## src/include/sbsync_pkg.sv

```systemverilog
package sbsync_pkg;

    // register byte addresses
    localparam logic [15:0] ADDR_CTRL_PRIMARY = 16'hF078;
    localparam logic [15:0] ADDR_CTRL_PINS = 16'hF079;
    localparam logic [15:0] ADDR_MODE = 16'hF07A;
    localparam logic [15:0] ADDR_STATUS = 16'hF07C;
    localparam logic [15:0] ADDR_FORMAT = 16'hF07D;
    localparam logic [15:0] ADDR_TX_BUF = 16'hF07E;
    localparam logic [15:0] ADDR_RX_BUF = 16'hF07F;

    // field positions
    localparam int unsigned BIT_SDA_LEVEL = 5;
    localparam int unsigned BIT_SDA_PROTECT = 4;
    localparam int unsigned BIT_SCL_MON = 3;
    localparam int unsigned BIT_ORDER = 7;
    localparam int unsigned BIT_FORMAT = 0;
    localparam int unsigned BIT_TX_EMPTY = 7;
    localparam int unsigned BIT_TX_END = 6;
    localparam int unsigned BIT_RX_FULL = 5;
    localparam int unsigned BIT_BUSY = 0;

    // reset values
    localparam logic [7:0] RST_CTRL = 8'h00;
    localparam logic [7:0] RST_TX_BUF = 8'hFF;
    localparam logic [7:0] RST_RX_BUF = 8'h00;
    localparam logic RST_SDA_LEVEL = 1'b1;
    localparam logic RST_ORDER = 1'b0;
    localparam logic RST_FORMAT = 1'b0;

    // transfer clock
    localparam logic [3:0] CLK_SEL_DIV100 = 4'h5;
    localparam int unsigned DIV_RATIO_100 = 100;
    localparam int unsigned BITS_PER_FRAME = 8;

    typedef struct packed {
        logic enable;
        logic rx_inhibit;
        logic master;
        logic transmit;
        logic [3:0] clk_sel;
    } sbsync_ctrl_t;

    typedef enum logic [3:0] {
        MODE_SLAVE_RX = 4'b0001,
        MODE_SLAVE_TX = 4'b0010,
        MODE_MASTER_RX = 4'b0100,
        MODE_MASTER_TX = 4'b1000
    } sbsync_mode_t;

    typedef enum logic [2:0] {
        ST_IDLE = 3'b001,
        ST_SHIFT = 3'b010,
        ST_FINISH = 3'b100
    } sbsync_state_t;

endpackage

```

## src/rtl/sbsync_top.sv

```systemverilog
`timescale 1ns/1ps
// Behaviour
// - enable 0 halts engine and releases pins; enable 1 lets the block drive them
// - in master receive a receive-buffer read starts next reception unless inhibited; slave receive starts whenever idle
// - master and transmit bits decode to slave rx, slave tx, master rx, master tx
// - clock select field sets the serial clock only in master mode
// - clock select 0101 gives system clock divided by 100
// - data-line level bit reads 0 while pin driven low, 1 otherwise
// - outside frames, writing level 0 drives data pin low; 1 releases it to the pull-up
// - level bit written only with protect bit 0; protect bit reads 1
// - bit order 0 shifts msb first, 1 shifts lsb first
// - format 0 selects addressed bus protocol, 1 selects clocked serial format
// - transmit buffer moves to shift register when free; new write allows back-to-back
// - each received byte is copied to the read-only receive buffer
module sbsync_top #(
    parameter int unsigned OTHER_DIV_RATIO = 100
) (
    // clock and reset
    input wire logic i_clock,
    input wire logic i_rst_n,
    // register port
    input wire logic [15:0] i_addr,
    input wire logic [7:0] i_wdata,
    input wire logic i_wr,
    input wire logic i_rd,
    output logic [7:0] o_rdata,
    // serial clock pin
    input wire logic i_scl,
    output logic o_scl,
    output logic o_scl_oe,
    // serial data pin
    input wire logic i_sda,
    output logic o_sda,
    output logic o_sda_oe,
    // status
    output sbsync_pkg::sbsync_mode_t o_mode,
    output logic o_busy
);
    import sbsync_pkg::*;

    localparam logic [7:0] HALF_DIV100 = 8'(DIV_RATIO_100 / 2 - 1);
    localparam logic [7:0] HALF_OTHER = 8'(OTHER_DIV_RATIO / 2 - 1);
    localparam logic [2:0] LAST_BIT = 3'(BITS_PER_FRAME - 1);

    function automatic sbsync_mode_t decode_mode(input logic master, input logic transmit);
        sbsync_mode_t m;
        case ({master, transmit})
            2'b00: m = MODE_SLAVE_RX;
            2'b01: m = MODE_SLAVE_TX;
            2'b10: m = MODE_MASTER_RX;
            default: m = MODE_MASTER_TX;
        endcase
        return m;
    endfunction

    function automatic logic [7:0] half_count(input logic [3:0] sel);
        return (sel == CLK_SEL_DIV100) ? HALF_DIV100 : HALF_OTHER;
    endfunction

    // registers
    sbsync_ctrl_t ctrl_r;
    logic lsb_first_r;
    logic format_sync_r;
    logic sda_level_r;
    logic [7:0] tx_buf_r;
    logic tx_full_r;
    logic [7:0] rx_buf_r;
    logic rx_full_r;
    logic tx_end_r;
    logic rx_go_r;
    logic [7:0] rdata_r;

    // engine
    sbsync_state_t state_r;
    sbsync_state_t state_nxt;
    logic [7:0] shift_r;
    logic [7:0] shift_nxt;
    logic [2:0] bit_cnt_r;
    logic [2:0] bit_cnt_nxt;
    logic [7:0] div_cnt_r;
    logic [7:0] div_cnt_nxt;
    logic scl_low_r;
    logic scl_low_nxt;
    logic active_tx_r;
    logic active_tx_nxt;
    logic sda_low_r;
    logic scl_oe_r;
    sbsync_mode_t mode_r;

    // pin synchronisers
    logic scl_meta_r;
    logic scl_sync_r;
    logic scl_prev_r;
    logic sda_meta_r;
    logic sda_sync_r;

    // bus decode
    wire wr_ctrl = i_wr && (i_addr == ADDR_CTRL_PRIMARY);
    wire wr_pins = i_wr && (i_addr == ADDR_CTRL_PINS);
    wire wr_mode = i_wr && (i_addr == ADDR_MODE);
    wire wr_status = i_wr && (i_addr == ADDR_STATUS);
    wire wr_format = i_wr && (i_addr == ADDR_FORMAT);
    wire wr_tx = i_wr && (i_addr == ADDR_TX_BUF);
    wire rd_rx = i_rd && (i_addr == ADDR_RX_BUF);

    // engine only runs enabled and in clocked serial format
    wire run = ctrl_r.enable && format_sync_r;
    wire idle = (state_r == ST_IDLE);
    wire is_master = ctrl_r.master;
    wire tick = (div_cnt_r == 8'h00);

    // master clock is internal; slave follows the synchronised pin
    wire m_rise = is_master && tick && scl_low_r && (state_r == ST_SHIFT);
    wire m_fall = is_master && tick && !scl_low_r && (state_r == ST_SHIFT);
    wire s_rise = !is_master && scl_sync_r && !scl_prev_r;
    wire s_fall = !is_master && !scl_sync_r && scl_prev_r;
    wire rise_evt = m_rise || (s_rise && (state_r == ST_SHIFT));
    wire fall_evt = m_fall || (s_fall && (state_r == ST_SHIFT));

    wire out_bit = lsb_first_r ? shift_r[0] : shift_r[7];
    wire [7:0] shift_out = lsb_first_r ? {1'b0, shift_r[7:1]} : {shift_r[6:0], 1'b0};
    wire [7:0] shift_in = lsb_first_r ? {sda_sync_r, shift_r[7:1]}
                                      : {shift_r[6:0], sda_sync_r};

    // frame starts
    wire start_tx = run && idle && ctrl_r.transmit && tx_full_r;
    wire start_rx = run && idle && !ctrl_r.transmit && (!is_master || rx_go_r);
    wire finish_now = (state_r == ST_FINISH) && (!is_master || tick);
    wire rx_done = finish_now && !active_tx_r;
    wire tx_done = finish_now && active_tx_r;

    // next-state logic of the shift engine
    always_comb
    begin
        state_nxt = state_r;
        shift_nxt = shift_r;
        bit_cnt_nxt = bit_cnt_r;
        div_cnt_nxt = (tick || idle) ? half_count(ctrl_r.clk_sel) : div_cnt_r - 8'h01;
        scl_low_nxt = scl_low_r;
        active_tx_nxt = active_tx_r;
        case (state_r)
            ST_IDLE:
            begin
                scl_low_nxt = 1'b0;
                if (start_tx || start_rx)
                begin
                    state_nxt = ST_SHIFT;
                    shift_nxt = start_tx ? tx_buf_r : 8'h00;
                    bit_cnt_nxt = 3'h0;
                    scl_low_nxt = is_master;
                    active_tx_nxt = start_tx;
                end
            end
            ST_SHIFT:
            begin
                if (is_master && tick)
                begin
                    scl_low_nxt = !scl_low_r;
                end
                if (rise_evt)
                begin
                    if (!active_tx_r)
                    begin
                        shift_nxt = shift_in;
                    end
                    bit_cnt_nxt = bit_cnt_r + 3'h1;
                    if (bit_cnt_r == LAST_BIT)
                    begin
                        state_nxt = ST_FINISH;
                    end
                end
                else if (fall_evt && active_tx_r && (bit_cnt_r != 3'h0))
                begin
                    shift_nxt = shift_out;
                end
            end
            ST_FINISH:
            begin
                // master keeps the last high half before closing the frame
                if (finish_now)
                begin
                    state_nxt = ST_IDLE;
                end
            end
            default:
            begin
                state_nxt = ST_IDLE;
            end
        endcase
        if (!run)
        begin
            state_nxt = ST_IDLE;
            scl_low_nxt = 1'b0;
        end
    end

    // pin drive values
    wire frame_on = !idle;
    wire sda_low_nxt = ctrl_r.enable && ((frame_on && run) ? (active_tx_r && !out_bit)
                                                           : !sda_level_r);
    wire scl_oe_nxt = run && is_master && scl_low_nxt;

    // read mux
    wire [7:0] pins_rd = {2'b00, !sda_low_r, 1'b1, scl_sync_r, 3'b000};
    wire [7:0] mode_rd = {lsb_first_r, 4'h0, bit_cnt_r};
    wire [7:0] status_rd = {!tx_full_r, tx_end_r, rx_full_r, 4'h0, frame_on};
    wire [7:0] rd_mux =
        (i_addr == ADDR_CTRL_PRIMARY) ? ctrl_r :
        (i_addr == ADDR_CTRL_PINS) ? pins_rd :
        (i_addr == ADDR_MODE) ? mode_rd :
        (i_addr == ADDR_STATUS) ? status_rd :
        (i_addr == ADDR_FORMAT) ? {7'h00, format_sync_r} :
        (i_addr == ADDR_TX_BUF) ? tx_buf_r :
        (i_addr == ADDR_RX_BUF) ? rx_buf_r : 8'h00;

    // pin synchronisers
    always_ff @(posedge i_clock or negedge i_rst_n)
    begin
        if (!i_rst_n)
        begin
            scl_meta_r <= 1'b1;
            scl_sync_r <= 1'b1;
            scl_prev_r <= 1'b1;
            sda_meta_r <= 1'b1;
            sda_sync_r <= 1'b1;
        end
        else
        begin
            scl_meta_r <= i_scl;
            scl_sync_r <= scl_meta_r;
            scl_prev_r <= scl_sync_r;
            sda_meta_r <= i_sda;
            sda_sync_r <= sda_meta_r;
        end
    end

    // software registers
    always_ff @(posedge i_clock or negedge i_rst_n)
    begin
        if (!i_rst_n)
        begin
            ctrl_r <= sbsync_ctrl_t'(RST_CTRL);
            lsb_first_r <= RST_ORDER;
            format_sync_r <= RST_FORMAT;
            sda_level_r <= RST_SDA_LEVEL;
            tx_buf_r <= RST_TX_BUF;
        end
        else
        begin
            if (wr_ctrl)
            begin
                ctrl_r <= sbsync_ctrl_t'(i_wdata);
            end
            if (wr_pins && !i_wdata[BIT_SDA_PROTECT])
            begin
                sda_level_r <= i_wdata[BIT_SDA_LEVEL];
            end
            if (wr_mode)
            begin
                // counter bits are engine-owned and ignore writes
                lsb_first_r <= i_wdata[BIT_ORDER];
            end
            if (wr_format)
            begin
                format_sync_r <= i_wdata[BIT_FORMAT];
            end
            if (wr_tx)
            begin
                tx_buf_r <= i_wdata;
            end
        end
    end

    // hardware-set flags; a set always beats a clear in the same cycle
    always_ff @(posedge i_clock or negedge i_rst_n)
    begin
        if (!i_rst_n)
        begin
            tx_full_r <= 1'b0;
            tx_end_r <= 1'b0;
            rx_full_r <= 1'b0;
            rx_go_r <= 1'b0;
            rx_buf_r <= RST_RX_BUF;
        end
        else
        begin
            tx_full_r <= wr_tx || (tx_full_r && !start_tx);
            tx_end_r <= (tx_done && !tx_full_r)
                     || (tx_end_r && !wr_tx && !(wr_status && !i_wdata[BIT_TX_END]));
            rx_full_r <= rx_done || (rx_full_r && !rd_rx);
            rx_go_r <= (rd_rx && !ctrl_r.transmit && !ctrl_r.rx_inhibit)
                    || (rx_go_r && !(start_rx && is_master) && run);
            if (rx_done)
            begin
                rx_buf_r <= shift_r;
            end
        end
    end

    // engine state
    always_ff @(posedge i_clock or negedge i_rst_n)
    begin
        if (!i_rst_n)
        begin
            state_r <= ST_IDLE;
            shift_r <= 8'h00;
            bit_cnt_r <= 3'h0;
            div_cnt_r <= 8'h00;
            scl_low_r <= 1'b0;
            active_tx_r <= 1'b0;
        end
        else
        begin
            state_r <= state_nxt;
            shift_r <= shift_nxt;
            bit_cnt_r <= bit_cnt_nxt;
            div_cnt_r <= div_cnt_nxt;
            scl_low_r <= scl_low_nxt;
            active_tx_r <= active_tx_nxt;
        end
    end

    // registered outputs
    always_ff @(posedge i_clock or negedge i_rst_n)
    begin
        if (!i_rst_n)
        begin
            sda_low_r <= 1'b0;
            scl_oe_r <= 1'b0;
            mode_r <= MODE_SLAVE_RX;
            rdata_r <= 8'h00;
        end
        else
        begin
            sda_low_r <= sda_low_nxt;
            scl_oe_r <= scl_oe_nxt;
            mode_r <= decode_mode(ctrl_r.master, ctrl_r.transmit);
            rdata_r <= i_rd ? rd_mux : 8'h00;
        end
    end

    // open-drain pins: only ever pull low
    assign o_sda = 1'b0;
    assign o_sda_oe = sda_low_r;
    assign o_scl = 1'b0;
    assign o_scl_oe = scl_oe_r;
    assign o_rdata = rdata_r;
    assign o_mode = mode_r;
    assign o_busy = frame_on;

endmodule // sbsync_top

```

## config.mk

```make
export PLATFORM = sky130hd
export DESIGN_NAME = sbsync_top
export DESIGN_NICKNAME = d
export VERILOG_FILES = /design/src/include/sbsync_pkg.sv /design/src/rtl/sbsync_top.sv
export SDC_FILE = /design/constraint.sdc
export NUM_CORES = 1
export LEC_CHECK = 0
export ABC_AREA = 1
export BUFFER_PORTS_ARGS = -buffer_cell sky130_fd_sc_hd__buf_2
export CORE_AREA = 4 4 104 106
export CTS_BUF_LIST = sky130_fd_sc_hd__clkbuf_4 sky130_fd_sc_hd__clkbuf_8 sky130_fd_sc_hd__clkbuf_16
export DETAILED_ROUTE_END_ITERATION = 6
export DIE_AREA = 0 0 108 110
export GPL_TIMING_DRIVEN = 0
export PLACE_DENSITY = 0.57
export SLEW_MARGIN = 5
export SYNTH_ARGS = -nofsm -noshare
export SYNTH_HDL_FRONTEND = slang
export SYNTH_SLANG_ARGS = --single-unit
```

## constraint.sdc

```tcl
create_clock -name i_clock -period 1.73 [get_ports i_clock]
set_input_delay 0.173 -clock i_clock [delete_from_list [all_inputs] [get_ports i_clock]]
set_output_delay 0.173 -clock i_clock [all_outputs]
set_load 0.05 [all_outputs]
```

Word level (Yosys, flattened, before mapping)
Index checks and enable logic that the tools add are counted.
{ "totals": {"word_cells": 168, "romBits": 0, "ff_bits": 74, "mem_count": 0, "output_inout_bits": 17, "latchBits": 0, "ramBits": 0, "in_bits": 30} }
{ "op_classes": {"muxes": 33, "n_reduce_logical": 83, "multipliers": 0, "eq_ne": 21, "magnitude_cmp": 0, "div_mod_pow": 0, "shift": 0, "n_addsub": 2, "bitwise_logic": 0} }
{ "ops": {"columns": ["operator", "count"], "rows": [
  ["two-way mux 8 bit", 16],
  ["equality test 16 bit, second input constant", 7],
  ["logical AND 1 bit", 46],
  ["two-way mux 3 bit", 7],
  ["logical NOT 1 bit", 19],
  ["one-hot mux 8 bit (2 select lines)", 1],
  ["one-hot mux 4 bit (3 select lines)", 1],
  ["logical OR 1 bit", 10],
  ["!= test 3 x 2 -> 1 bit, second input constant", 3],
  ["!= test 3 bit, second input constant", 3],
  ["one-hot mux 3 bit (3 select lines)", 1],
  ["logical NOT 8 bit", 1],
  ["AND reduction 4 bit", 2],
  ["subtractor 8 x 1 -> 8 bit, second input constant", 1],
  ["equality test 3 bit, second input constant", 2],
  ["one-hot mux 3 bit (2 select lines)", 1],
  ["two-way mux 1 bit", 5],
  ["adder 3 x 1 -> 3 bit, second input constant", 1],
  ["equality test 3 x 1 -> 1 bit, second input constant", 1],
  ["equality test 3 x 2 -> 1 bit, second input constant", 1],
  ["AND reduction 3 bit", 1],
  ["nonzero test 3 bit", 1],
  ["equality test 2 x 1 -> 1 bit, second input constant", 1],
  ["equality test 2 bit, second input constant", 1],
  ["other kinds (6)", 6]
]} }

Logic depth before layout (Yosys ltp)
Gate-level depths: netlist of run 1.
{ "logic_depth": {"word_depth": 10, "depth_mapped": 17, "ltp_nobuf": 17} }

Worst setup path after synthesis of run 1
No wires, ideal clock.
{ "synth_path": {"path_kind": "reg2reg", "startpoint": "register div_cnt_r[0]", "endpoint": "register shift_r[1]", "required_time_ns": 1.657, "arrival_ns": 1.844, "synth_period_minus_slack_ns": 1.917, "n_path_buf": 0, "setup_slack_ns": -0.187, "path_stages_with_launch": 18, "path_cell_list": "dfrtp_1 -> inv_1 -> ha_1 -> nand2_1 -> nor2_1 -> nand2_1 -> nor2_1 -> ha_1 -> inv_1 -> nand2_2 -> inv_2 -> nor2_4 -> inv_2 -> o21ai_2 -> inv_2 -> nand2_4 -> nor2_2 -> a21oi_2"} }
{ "synth_between": {"elab_chain_len": 9, "word_cells_on_any_way": 15, "classes_between": "eq/ne: 2; mux: 2; reduce/logical: 11"} }
{ "synth_lines": {"columns": ["item", "line", "source"], "rows": [
  ["start: declaration", "sbsync_top.sv:80", "logic [7:0] div_cnt_r;"],
  ["start signal: assignment", "sbsync_top.sv:317", "div_cnt_r <= div_cnt_nxt;"],
  ["logical NOT 8 bit *", "sbsync_top.sv:110", "wire tick = (div_cnt_r == 8'h00);"],
  ["logical AND 1 bit *", "sbsync_top.sv:113, sbsync_top.sv:114", null],
  ["logical AND 1 bit (2 in a row)", "sbsync_top.sv:114", "wire m_fall = is_master && tick && !scl_low_r && (state_r == ST_SHIFT);"],
  ["logical OR 1 bit", "sbsync_top.sv:118", "wire fall_evt = m_fall || (s_fall && (state_r == ST_SHIFT));"],
  ["logical AND 1 bit (2 in a row)", "sbsync_top.sv:172", "else if (fall_evt && active_tx_r && (bit_cnt_r != 3'h0))"],
  ["!= test 3 x 2 -> 1 bit (no line)", null, null],
  ["AND reduction 4 bit (no line)", null, null],
  ["end signal: assignment", "sbsync_top.sv:315", "shift_r <= shift_nxt;"],
  ["end: declaration", "sbsync_top.sv:76", "logic [7:0] shift_r;"]
]} }
Mark *: on every way between the ends. The rest lies on a longest branch, timed or not.
A chain may end at the register's enable or synchronous reset.

Worst setup path after layout of run 1
{ "layout_path": {"startpoint": "register div_cnt_r[5]", "endpoint": "register shift_r[0]"} }
Same word-level chain as after synthesis.

==> metrics.md, run 1 <==
| Metric | Value |
|---|---|
| Result of the run | finished, violations left |
| Failing checks | negative setup slack |
| Post-synthesis instance area | 3846 µm² |
| Floorplan Core Area | 9774 µm² |
| Fill cell count | 937 |
| Number of primary I/O pins | 47 |
| Yosys Warn Count | 0 |
| Logic gate share of total power | 0.045 |
| Gr ovfl total | 0 |
| Clock Latency Late Sink | 0.35 ns |
| Mean number of vias per cell | 4.884 |
| Area of the die | 11880 µm² |
| Internal Dissipation | 0.002927 W |
| Primary FF master, synth | dfrtp_1 |
| Detail Route Antenna Nets | 0 |
| Number of distinct library cells after synthesis | 51 |
| Count of flip-flops with a built-in enable after synthesis | 0 |
| Peak clock frequency supported by timing | 491.9 MHz |
| Final setup skew | 0.01103 ns |
| Critical-path cell with the highest stage delay | dfrtp_1 |
| Critical path peak fanout | 4 |
| Most common library cells after synthesis | nand2_1 (95), dfrtp_1 (58), inv_1 (48), nor2_1 (45), nand3_1 (23) |
| Chain of cells forming the critical path | nor2_1, nand2_2, nor2_4, nand2_2, nor2_2, ha_2, inv_2, nand2_4, inv_2, nor2_4, inv_2, o21ai_4, clkinvlp_4, nand3_1, nand2_1 |
| Worst Hold Class | in2reg |
| Number of synthesized register bits | 74 |
| Die outline width | 108 µm |
| Number of global-route vias before repair | 3084 |
| Synth area leader | dfrtp_1 |
| Ant diodes | 0 |
| Clock tree from TritonCTS | yes |
| Via count of the routed design | 3248 |
| Critical path launch point type | flop |
| Biggest area contributors in the synthesized netlist | dfrtp_1 (38%), dfstp_2 (11%), nand2_1 (9.3%) |
| Place WS | -0.4257 ns |
| Asr flop ratio synth | 1.000 |
| Ratio of cells with drive above 1 in the final layout | 0.3703 |
| Switching share of power | 0.2158 |
| Cell with the most instances after synthesis | nand2_1 |
| Final setup margin | -0.3031 ns |
| Cell at the root of the clock tree | clkbuf_8 |
| Worst Setup Path Type | reg2reg |
| Leakage dissipation | 2.366 nW |
| Longest Clk Path Bufs | 2 |
| Largest net degree at the start of global routing | 68 |
| Area growth, synth to finish | 28.59% |
| Port Buffers | 44 |
| Required time reported for the critical path endpoint | 1.97 ns |
| Synthesized area per cell | 8.741 µm² |
| Fin crit period | 2.033 ns |
| Violation count after the first detailed-routing iteration | 159 |
| Count of final max-slew check failures | 0 |
| Power density over the cells | 754.6 nW/µm² |
| Number of iterations in the first detailed-routing pass | 5 |
| Global-route total usage across every layer | 0.1699 |
| Area share of the largest cell type after synthesis | 0.3774 |
| Data arrival time of the critical path | 2.27 ns |
| Final worst path period share | 1.175 |
| Switching power of the nets | 0.0008053 W |
| Sequential Power Share | 0.468 |
| Die extent in y | 110 µm |
| Area of placed instances | 4282 µm² |
| Total clock buffers created by CTS | 9 |
| H-tree level count | 3 |
| Proportion of synthesized chip area in sequential cells | 0.4867 |
| Total routed wirelength | 9749 µm |
| Number of cell rows | 36 |
| Delay contributed by the slowest stage of the critical path | 0.40 ns |
| Number of remaining DRC errors | 0 |
| RSZ-0062 raised after global routing | yes |
| Setup crit end kind | flop |
| Critical path's top delay family | simple AND/OR/NAND/NOR gates |
| Clock transition at the registers of the reported paths | 0.09 ns |
| Starting Density | 0.3935 |
| Average wire per standard cell | 14.66 µm |
| TritonCTS sink count | 74 |
| Final Instance Area | 4946 µm² |
| Max-cap viol count | 0 |
| Share of power burned in the clock network | 0.488 |
| HPWL after DPL | 6952 µm |
| Final setup violation count | 20 |
| Initial antenna violation count | 0 |
| Routability Congestion | 0.8776 |
| Number of hold violations in the final report | 0 |
| Count of buffering cells on the critical path with inverters included | 4 |
| Count of mapped cells out of synthesis | 440 |
| VDD IR max | 0.4634 mV |
| Wire length of the first global-routing pass | 15570 µm |
| # nets final | 563 |
| Top cell by count, worst path | inv_2 |
kinds of logic after synthesis:
kind of cell / Yosys count / share of synthesized area
AO/OA/AOI/OAI: 71 / 0.1161
XOR/XNOR: 4 / 0.009110
adder cells (fa/ha/maj): 6 / 0.01952
buffers and inverters: 72 / 0.07742
flip-flops: 74 / 0.4867
multiplexers: 10 / 0.03123
other: 1 / 0.0009750
AND/OR/NAND/NOR: 202 / 0.2589
layout make-up:
| class | count | area (µm²) | share of cell area |
|---|---|---|---|
| clock buffers | 10 | 131.4 | 0.02656 |
| flip-flops and latches | 74 | 1872 | 0.3784 |
| well taps | 133 | 166.4 | 0.03365 |
| repair inverters | 1 | 7.507 | 0.001518 |
| inverters | 65 | 249.0 | 0.05034 |
| clock inverters | 6 | 137.6 | 0.02783 |
| plain buffers | 7 | 51.30 | 0.01037 |
| repair buffers | 73 | 490.5 | 0.09917 |
| multi-input cells | 296 | 1841 | 0.3721 |
power by group through the flow:
| stage | Sequential [W] | Combinational, W | Clock [W] |
|---|---|---|---|
| floorplan | 0.00178 | 0.0000592 | 0 |
| global placement | 0.00178 | 0.000149 | 0 |
| detailed placement | 0.00178 | 0.000160 | 0 |
| CTS | 0.00175 | 0.000169 | 0.00185 |
| global route | 0.00175 | 0.000187 | 0.00192 |
| finish | 0.00175 | 0.000166 | 0.00182 |
layer usage:
| metal | GRT usage | wire length, µm | share of wire | vias to the layer above |
|---|---|---|---|---|
| met3 | 0.02446 | 390 | 0.040 | 10 |
| met5 | 0 | 0 | 0 | - |
| met2 | 0.2655 | 4539 | 0.47 | 64 |
| li1 | - | - | - | 1606 |
| met1 | 0.2432 | 4679 | 0.48 | 1568 |
| met4 | 0.05681 | 140 | 0.014 | 0 |
through the flow:
| step | util | instances | TNS (ns) | total power [W] | hold slack (ns) |
|---|---|---|---|---|---|
| 6_report | 0.5060 | 665 | -4.448 | 0.003732 | 0.03817 |
| 5_1_grt | 0.5060 | 665 | -7.613 | 0.003854 | 0.03679 |
| 4_1_cts | 0.4971 | 662 | -3.256 | 0.003761 | 0.02576 |
| 3_5_place_dp | 0.4380 | 619 | -3.898 | 0.001939 | 0.003711 |
| 3_3_place_gp | 0.4350 | 618 | -3.071 | 0.001928 | 0.2801 |
| 2_1_floorplan | - | 441 | -1.079 | 0.001837 | -0.1226 |
flip-flops by register name, indices dropped and copies added (netlist names), 3 cells and up:
register	count
shift_r	8
bit_cnt_r	3
ctrl_r	7
div_cnt_r	8
o_rdata	8
state_r	3
tx_buf_r	8
rx_buf_r	8
o_mode	4
worst paths after layout:
check | startpoint | end | slack (ns) | cells after the start
hold reg to reg | sda_meta_r | sda_sync_r | 0.36 | 0
min in group asynchronous | i_rst_n | o_rdata[3] | 0.18 | 2
setup reg to reg | div_cnt_r[5] | shift_r[0] | -0.30 | 15
hold / removal | i_wdata[3] | tx_buf_r[3] | 0.04 | 3
setup / recovery | div_cnt_r[5] | shift_r[0] | -0.30 | 15
max in group asynchronous | i_rst_n | tx_buf_r[6] | 0.95 | 3
timing repair:
| action | CTS | global route |
|---|---|---|
| cloned | 2 | 0 |
| endpoints found under the hold margin | 62 | 0 |
| resized for setup | 24 | 22 |
| setup buffers | 23 | 5 |
| pin swaps | 7 | 6 |
| endpoints found under the setup margin | 19 | 25 |
| hold buffers | 3 | 0 |
worst register-to-register path, delay by kind of cell, from the launching register on:
family | cells | cell delay (ns)
AO/OA/AOI/OAI | 1 | 0.20
adder cells (fa/ha/maj) | 1 | 0.18
flip-flops | 1 | 0.40
AND/OR/NAND/NOR | 9 | 0.82
buffers and inverters | 4 | 0.32
cells in the final DEF, fill, tap and decap left out, drive strengths merged, types with 6 or more instances in the layout:
| cell | netlist | routed |
|---|---|---|
| a21oi | 14 | 14 |
| dfstp | 16 | 16 |
| nand2 | 107 | 108 |
| dfrtp | 58 | 58 |
| clkbuf | 1 | 11 |
| nor2 | 58 | 58 |
| nand3 | 26 | 26 |
| o21ai | 30 | 30 |
| inv | 64 | 65 |
| mux2 | 10 | 10 |
| ha | 6 | 6 |
| buf | 6 | 76 |
Power figures use the tool's default switching activity.
==> run 2: changes to the inputs <==
ABC_CLOCK_PERIOD_IN_PS = 1730   (was default)
CORE_AREA = 4 4 110 112   (was 4 4 104 106)
DIE_AREA = 0 0 114 116   (was 0 0 108 110)
PLACE_DENSITY = 0.52   (was 0.57)
==> metrics.md, run 2 (synthesized netlist as in run 1, its figures left out) <==
| Metric | Value |
|---|---|
| Place WS | -0.4379 ns |
| Number of cell rows | 39 |
| Largest net degree at the start of global routing | 45 |
| Clock transition at the registers of the reported paths | 0.06 ns |
| Final setup margin | -0.3385 ns |
| Total routed wirelength | 9933 µm |
| Detail Route Antenna Nets | 0 |
| Global-route total usage across every layer | 0.1560 |
| Die extent in y | 116 µm |
| HPWL after DPL | 7246 µm |
| Leakage dissipation | 2.342 nW |
| H-tree level count | 3 |
| Critical path peak fanout | 4 |
| Data arrival time of the critical path | 2.30 ns |
| Average wire per standard cell | 14.85 µm |
| Leading cell type in the layout, fill and taps excluded | nand2_1 |
| Wire length of the first global-routing pass | 15930 µm |
| Area of placed instances | 4294 µm² |
| Cell at the root of the clock tree | clkbuf_16 |
| Final Instance Area | 4935 µm² |
| TritonCTS sink count | 74 |
| Peak clock frequency supported by timing | 483.4 MHz |
| Worst Hold Class | in2reg |
| Number of global-route vias before repair | 3045 |
| Failing checks | negative setup slack |
| Starting Density | 0.3427 |
| Delay contributed by the slowest stage of the critical path | 0.38 ns |
| Depth of the critical timing path with buffers and inverters included | 16 |
| Count of buffering cells on the critical path with inverters included | 5 |
| Post-Place Cells | 629 |
| Ant diodes | 0 |
| Floorplan Core Area | 11220 µm² |
| Count of final max-slew check failures | 0 |
| Longest Clk Path Bufs | 2 |
| Max-cap viol count | 0 |
| Critical path's top delay family | simple AND/OR/NAND/NOR gates |
| Depth of the worst register-to-register path | 16 |
| Final setup violation count | 16 |
| Final setup skew | 0.007098 ns |
| Routability Congestion | 0.8549 |
| Result of the run | finished, violations left |
| Fin crit period | 2.069 ns |
| Number of remaining DRC errors | 0 |
| Area growth, synth to finish | 28.30% |
| Port Buffers | 44 |
| RSZ-0062 raised after global routing | yes |
| Number of iterations in the first detailed-routing pass | 4 |
| Final worst path period share | 1.196 |
| Die outline width | 114 µm |
| Initial antenna violation count | 0 |
| Mean number of vias per cell | 4.819 |
| # nets final | 557 |
| Via count of the routed design | 3224 |
| Power density over the cells | 752.5 nW/µm² |
| Critical-path cell with the highest stage delay | dfrtp_1 |
| Number of primary I/O pins | 47 |
| VDD IR max | 0.3318 mV |
| Non-filler cells, final | 669 |
| Chain of cells forming the critical path | inv_2, ha_4, nand2_4, nor2_4, nand2_4, nor2_4, ha_4, inv_2, nand2_4, inv_4, nor2_4, inv_2, o21ai_4, clkinvlp_4, nand3_2, nand2_1 |
| Total clock buffers created by CTS | 9 |
| Number of hold violations in the final report | 0 |
| Setup crit end kind | flop |
| Clock tree from TritonCTS | yes |
| Worst hold path cell count | 3 |
| Required time reported for the critical path endpoint | 1.96 ns |
| Worst Setup Path Type | reg2reg |
| Violation count after the first detailed-routing iteration | 151 |
| Clock Latency Late Sink | 0.34 ns |
| Area of the die | 13220 µm² |
| Leading cell types in the layout, fill and taps excluded | nand2_1 (84), dfrtp_1 (58), inv_1 (45), buf_2 (45), nor2_1 (42) |
| Ratio of cells with drive above 1 in the final layout | 0.3631 |
| Gr ovfl total | 0 |
| Critical path launch point type | flop |
-- run 2: changes by cell type in the layout (fill, tap and decap cells not counted), sizes merged --
cell      before  now
inv           65   64
clkbuf        11   15
buf           76   70
bufinv         4    0
clkinvlp       1    2
-- run 2: worst paths after layout --
| kind | slack (ns) | from | end |
|---|---|---|---|
| setup / recovery | -0.34 | div_cnt_r[0] | shift_r[6] |
| hold / removal | 0.05 | i_wdata[3] | tx_buf_r[3] |
| setup reg to reg | -0.34 | div_cnt_r[0] | shift_r[6] |
| hold reg to reg | 0.35 | sda_meta_r | sda_sync_r |
| max in group asynchronous | 0.77 | i_rst_n | state_r[0] |
| min in group asynchronous | 0.32 | i_rst_n | o_rdata[0] |
-- run 2: report_power, final --
group	total, W	internal (W)	leakage [nW]	switching, W
registers	0.00175	0.00174	0.926	0.00000498
clock network	0.00179	0.00110	0.143	0.000700
logic	0.000169	0.0000587	1.27	0.000110
total	0.00371	0.00290	2.34	0.000815
-- run 2: area by class of cell --
type	count	area (µm²)
Clock inverter	2	12.51
Timing Repair Buffer	67	441.7
Timing Repair inverter	1	7.507
Fill cell	1098	6289
Inverter	65	251.5
Buffer	7	51.30
Clock buffer	14	275.3
Multi-Input combinational cell	296	1844
Tap cell	143	178.9
Sequential cell	74	1872
-- run 2: per-stage QoR --
stage          total power (W)  hold slack [ns]  setup TNS, ns  utilization
2_1_floorplan         0.001837          -0.1226         -1.079            -
3_5_place_dp          0.001939           0.1411         -3.871       0.3826
5_1_grt               0.003844          0.08048         -4.887       0.4397
3_3_place_gp          0.001928           0.2821         -4.085       0.3799
4_1_cts               0.003759          0.04662         -2.023       0.4229
6_report              0.003713          0.05320         -2.752       0.4397
-- run 2: metal layers --
layer  vias to the layer above  part of all wire  GRT usage
li1                       1592                 -          -
met1                      1547              0.49     0.2200
met2                        70              0.44     0.2342
met3                        15             0.042    0.02402
met4                         0             0.022    0.07601
met5                         -                 0          0
-- run 2: timing repair --
action,4_1_cts,5_1_grt
resized for setup,14,32
cloned,2,0
pin swaps,5,13
buffers inserted,9,11
hold endpoints to repair,24,0
endpoints found under the setup margin,20,21
hold buffers,3,0
-- run 2: worst register-to-register path, cell delays in order, from the launching register on --
cell        delay [ns]
dfrtp_1           0.38
inv_2             0.08
ha_4              0.14
nand2_4           0.06
nor2_4            0.10
nand2_4           0.07
nor2_4            0.11
ha_4              0.14
inv_2             0.04
nand2_4           0.07
inv_4             0.04
nor2_4            0.09
inv_2             0.06
o21ai_4           0.22
clkinvlp_4        0.21
nand3_2           0.11
nand2_1           0.05
==> run 3: changes to the inputs <==
--- a/config.mk
+++ b/config.mk
@@ -15,3 +15,3 @@
 export GPL_TIMING_DRIVEN = 0
-export PLACE_DENSITY = 0.52
+export PLACE_DENSITY = 0.53
 export SLEW_MARGIN = 5
==> constraint.sdc (replaced) <==
create_clock -name i_clock -period 1.73 [get_ports i_clock]
set_input_delay 0.346 -clock i_clock [delete_from_list [all_inputs] [get_ports i_clock]]
set_output_delay 0.346 -clock i_clock [all_outputs]
set_load 0.05 [all_outputs]
==> metrics.md, run 3 (synthesized netlist as in run 1, its figures left out) <==
| Metric | Value |
|---|---|
| Result of the run | finished, violations left |
| Failing checks | negative setup slack |
| Data arrival time of the critical path | 2.32 ns |
| Worst Setup Path Type | reg2reg |
| Number of hold violations in the final report | 0 |
| Switching power of the nets | 0.0008635 W |
| Via count of the routed design | 3241 |
| Area growth, synth to finish | 31.13% |
| Longest Clk Path Bufs | 2 |
| Final setup violation count | 20 |
| Cell at the root of the clock tree | clkbuf_16 |
| Die outline width | 114 µm |
| Sequential Power Share | 0.441 |
| Fin crit period | 2.088 ns |
| Logic gate share of total power | 0.042 |
| Critical path launch point type | flop |
| Switching share of power | 0.2176 |
| Leading cell type in the layout, fill and taps excluded | nand2_1 |
| Final setup skew | 0.006543 ns |
| Final setup margin | -0.3579 ns |
| Worst reg2reg startpoint | div_cnt_r[0] |
| H-tree level count | 3 |
| Peak clock frequency supported by timing | 479.0 MHz |
| Worst Hold Class | in2reg |
| Number of iterations in the first detailed-routing pass | 4 |
| End-of-flow core utilization | 0.4494 |
| Starting Density | 0.3427 |
| Number of global-route vias before repair | 3199 |
| Non-filler cells, final | 671 |
| Mean number of vias per cell | 4.830 |
| Sink of the worst hold path | sda_meta_r |
| Count of final max-slew check failures | 0 |
| Ant diodes | 0 |
| Place WS | -0.4095 ns |
| Flop2flop setup slack | -0.36 ns |
| Critical register-to-register path endpoint | shift_r[5] |
| Wire length of the first global-routing pass | 16280 µm |
| RSZ-0062 raised after global routing | yes |
| Port Buffers | 44 |
| Final worst path period share | 1.207 |
| Initial antenna violation count | 0 |
| VDD IR max | 0.5591 mV |
| Share of power burned in the clock network | 0.517 |
| Power density over the cells | 786.7 nW/µm² |
| Floorplan Core Area | 11220 µm² |
| # nets final | 559 |
| Gr ovfl total | 0 |
| Violation count after the first detailed-routing iteration | 198 |
| Power, Total | 0.003968 W |
| Total clock buffers created by CTS | 9 |
| Area of the die | 13220 µm² |
| Post-Place Cells | 629 |
| Global-route total usage across every layer | 0.1588 |
| Clock transition at the registers of the reported paths | 0.06 ns |
| Detail Route Antenna Nets | 0 |
| Routability Congestion | 0.8642 |
| Die extent in y | 116 µm |
| Leading cell types in the layout, fill and taps excluded | nand2_1 (83), dfrtp_1 (58), buf_2 (45), inv_1 (44), nor2_1 (42) |
| TritonCTS sink count | 74 |
| Worst hold path cell count | 1 |
| Clock tree from TritonCTS | yes |
| Critical path peak fanout | 4 |
| Worst Hold Launch | i_sda |
| Total routed wirelength | 10060 µm |
| Max-cap viol count | 0 |
| Largest net degree at the start of global routing | 68 |
| Number of cell rows | 39 |
| Leakage dissipation | 2.380 nW |
| Average wire per standard cell | 14.99 µm |
| Required time reported for the critical path endpoint | 1.96 ns |
| Number of primary I/O pins | 47 |
| Clock Latency Late Sink | 0.34 ns |
| Setup crit end kind | flop |
| Internal Dissipation | 0.003104 W |
| Number of remaining DRC errors | 0 |
| Ratio of cells with drive above 1 in the final layout | 0.3807 |
| Final Hold Slack | 0.1021 ns |
| Fill cell count | 1122 |
| HPWL after DPL | 7168 µm |
| Depth of the worst register-to-register path | 16 |
run 3: cell count changes in the layout (fill, tap and decap cells not counted), sizes merged:
cell / change
clkbuf: -4
clkinvlp: +1
dlygate4sd3: -2
inv: +1
bufinv: +2
buf: +4
run 3: how the worst max path moves through the flow:
stage                  from         end  slack (ns)  cells after the start
2_1_floorplan  div_cnt_r[0]  shift_r[1]       -0.17                     17
3_3_place_gp   div_cnt_r[0]  shift_r[1]       -0.39                     17
3_5_place_dp   div_cnt_r[0]  shift_r[1]       -0.41                     17
4_1_cts        div_cnt_r[0]  shift_r[2]       -0.34                     16
5_1_grt        div_cnt_r[0]  shift_r[5]       -0.48                     16
6_report       div_cnt_r[0]  shift_r[5]       -0.36                     16
run 3: through the flow:
| stage | TNS, ns | cell area, µm² |
|---|---|---|
| 2_1_floorplan | -1.079 | 3865 |
| 3_3_place_gp | -13.23 | 4264 |
| 3_5_place_dp | -3.614 | 4294 |
| 4_1_cts | -4.534 | 4905 |
| 5_1_grt | -5.750 | 5044 |
| 6_report | -3.487 | 5044 |
run 3: repair_timing:
item	CTS	global route
buffers inserted	20	11
pin swaps	13	17
hold buffers	1	0
gates resized for setup	29	33
cloned	2	0
endpoints found under the setup margin	18	29
endpoints found under the hold margin	5	0
run 3: area by class of cell:
cell class,count,area (µm²),area share
clock inverters,6,88.84,0.01761
clock buffers,10,239.0,0.04738
multi-input cells,296,1877,0.3721
well taps,143,178.9,0.03548
repair buffers,69,478.0,0.09477
plain buffers,7,51.30,0.01017
inverters,65,251.5,0.04986
repair inverters,1,7.507,0.001488
flip-flops and latches,74,1872,0.3711
run 3: power by group through the flow:
stage / Clock [W] / Sequential [W] / Combinational (W)
floorplan: 0 / 0.00178 / 0.0000592
finish: 0.00205 / 0.00175 / 0.000165
CTS: 0.00210 / 0.00175 / 0.000167
detailed placement: 0 / 0.00178 / 0.000159
global route: 0.00216 / 0.00175 / 0.000186
global placement: 0 / 0.00178 / 0.000149
run 3: critical path: stages (launching register included):
cell and delay, ns:
dfrtp_1 0.38, inv_2 0.08, ha_4 0.14, nand2_4 0.06, nor2_4 0.08, nand2_2 0.06, nor2_2 0.12, ha_2 0.18
inv_2 0.04, nand2_4 0.08, inv_4 0.04, nor2_4 0.11, inv_2 0.06, o21ai_4 0.19, clkinvlp_4 0.20, nand3_2 0.10
nand2_1 0.05
run 3: routing by layer:
layer	track usage	vias up	part of all wire
met3	0.03708	14	0.049
met4	0.05384	0	0.017
met1	0.2177	1555	0.47
li1	-	1592	-
met2	0.2482	80	0.46
met5	0	-	0
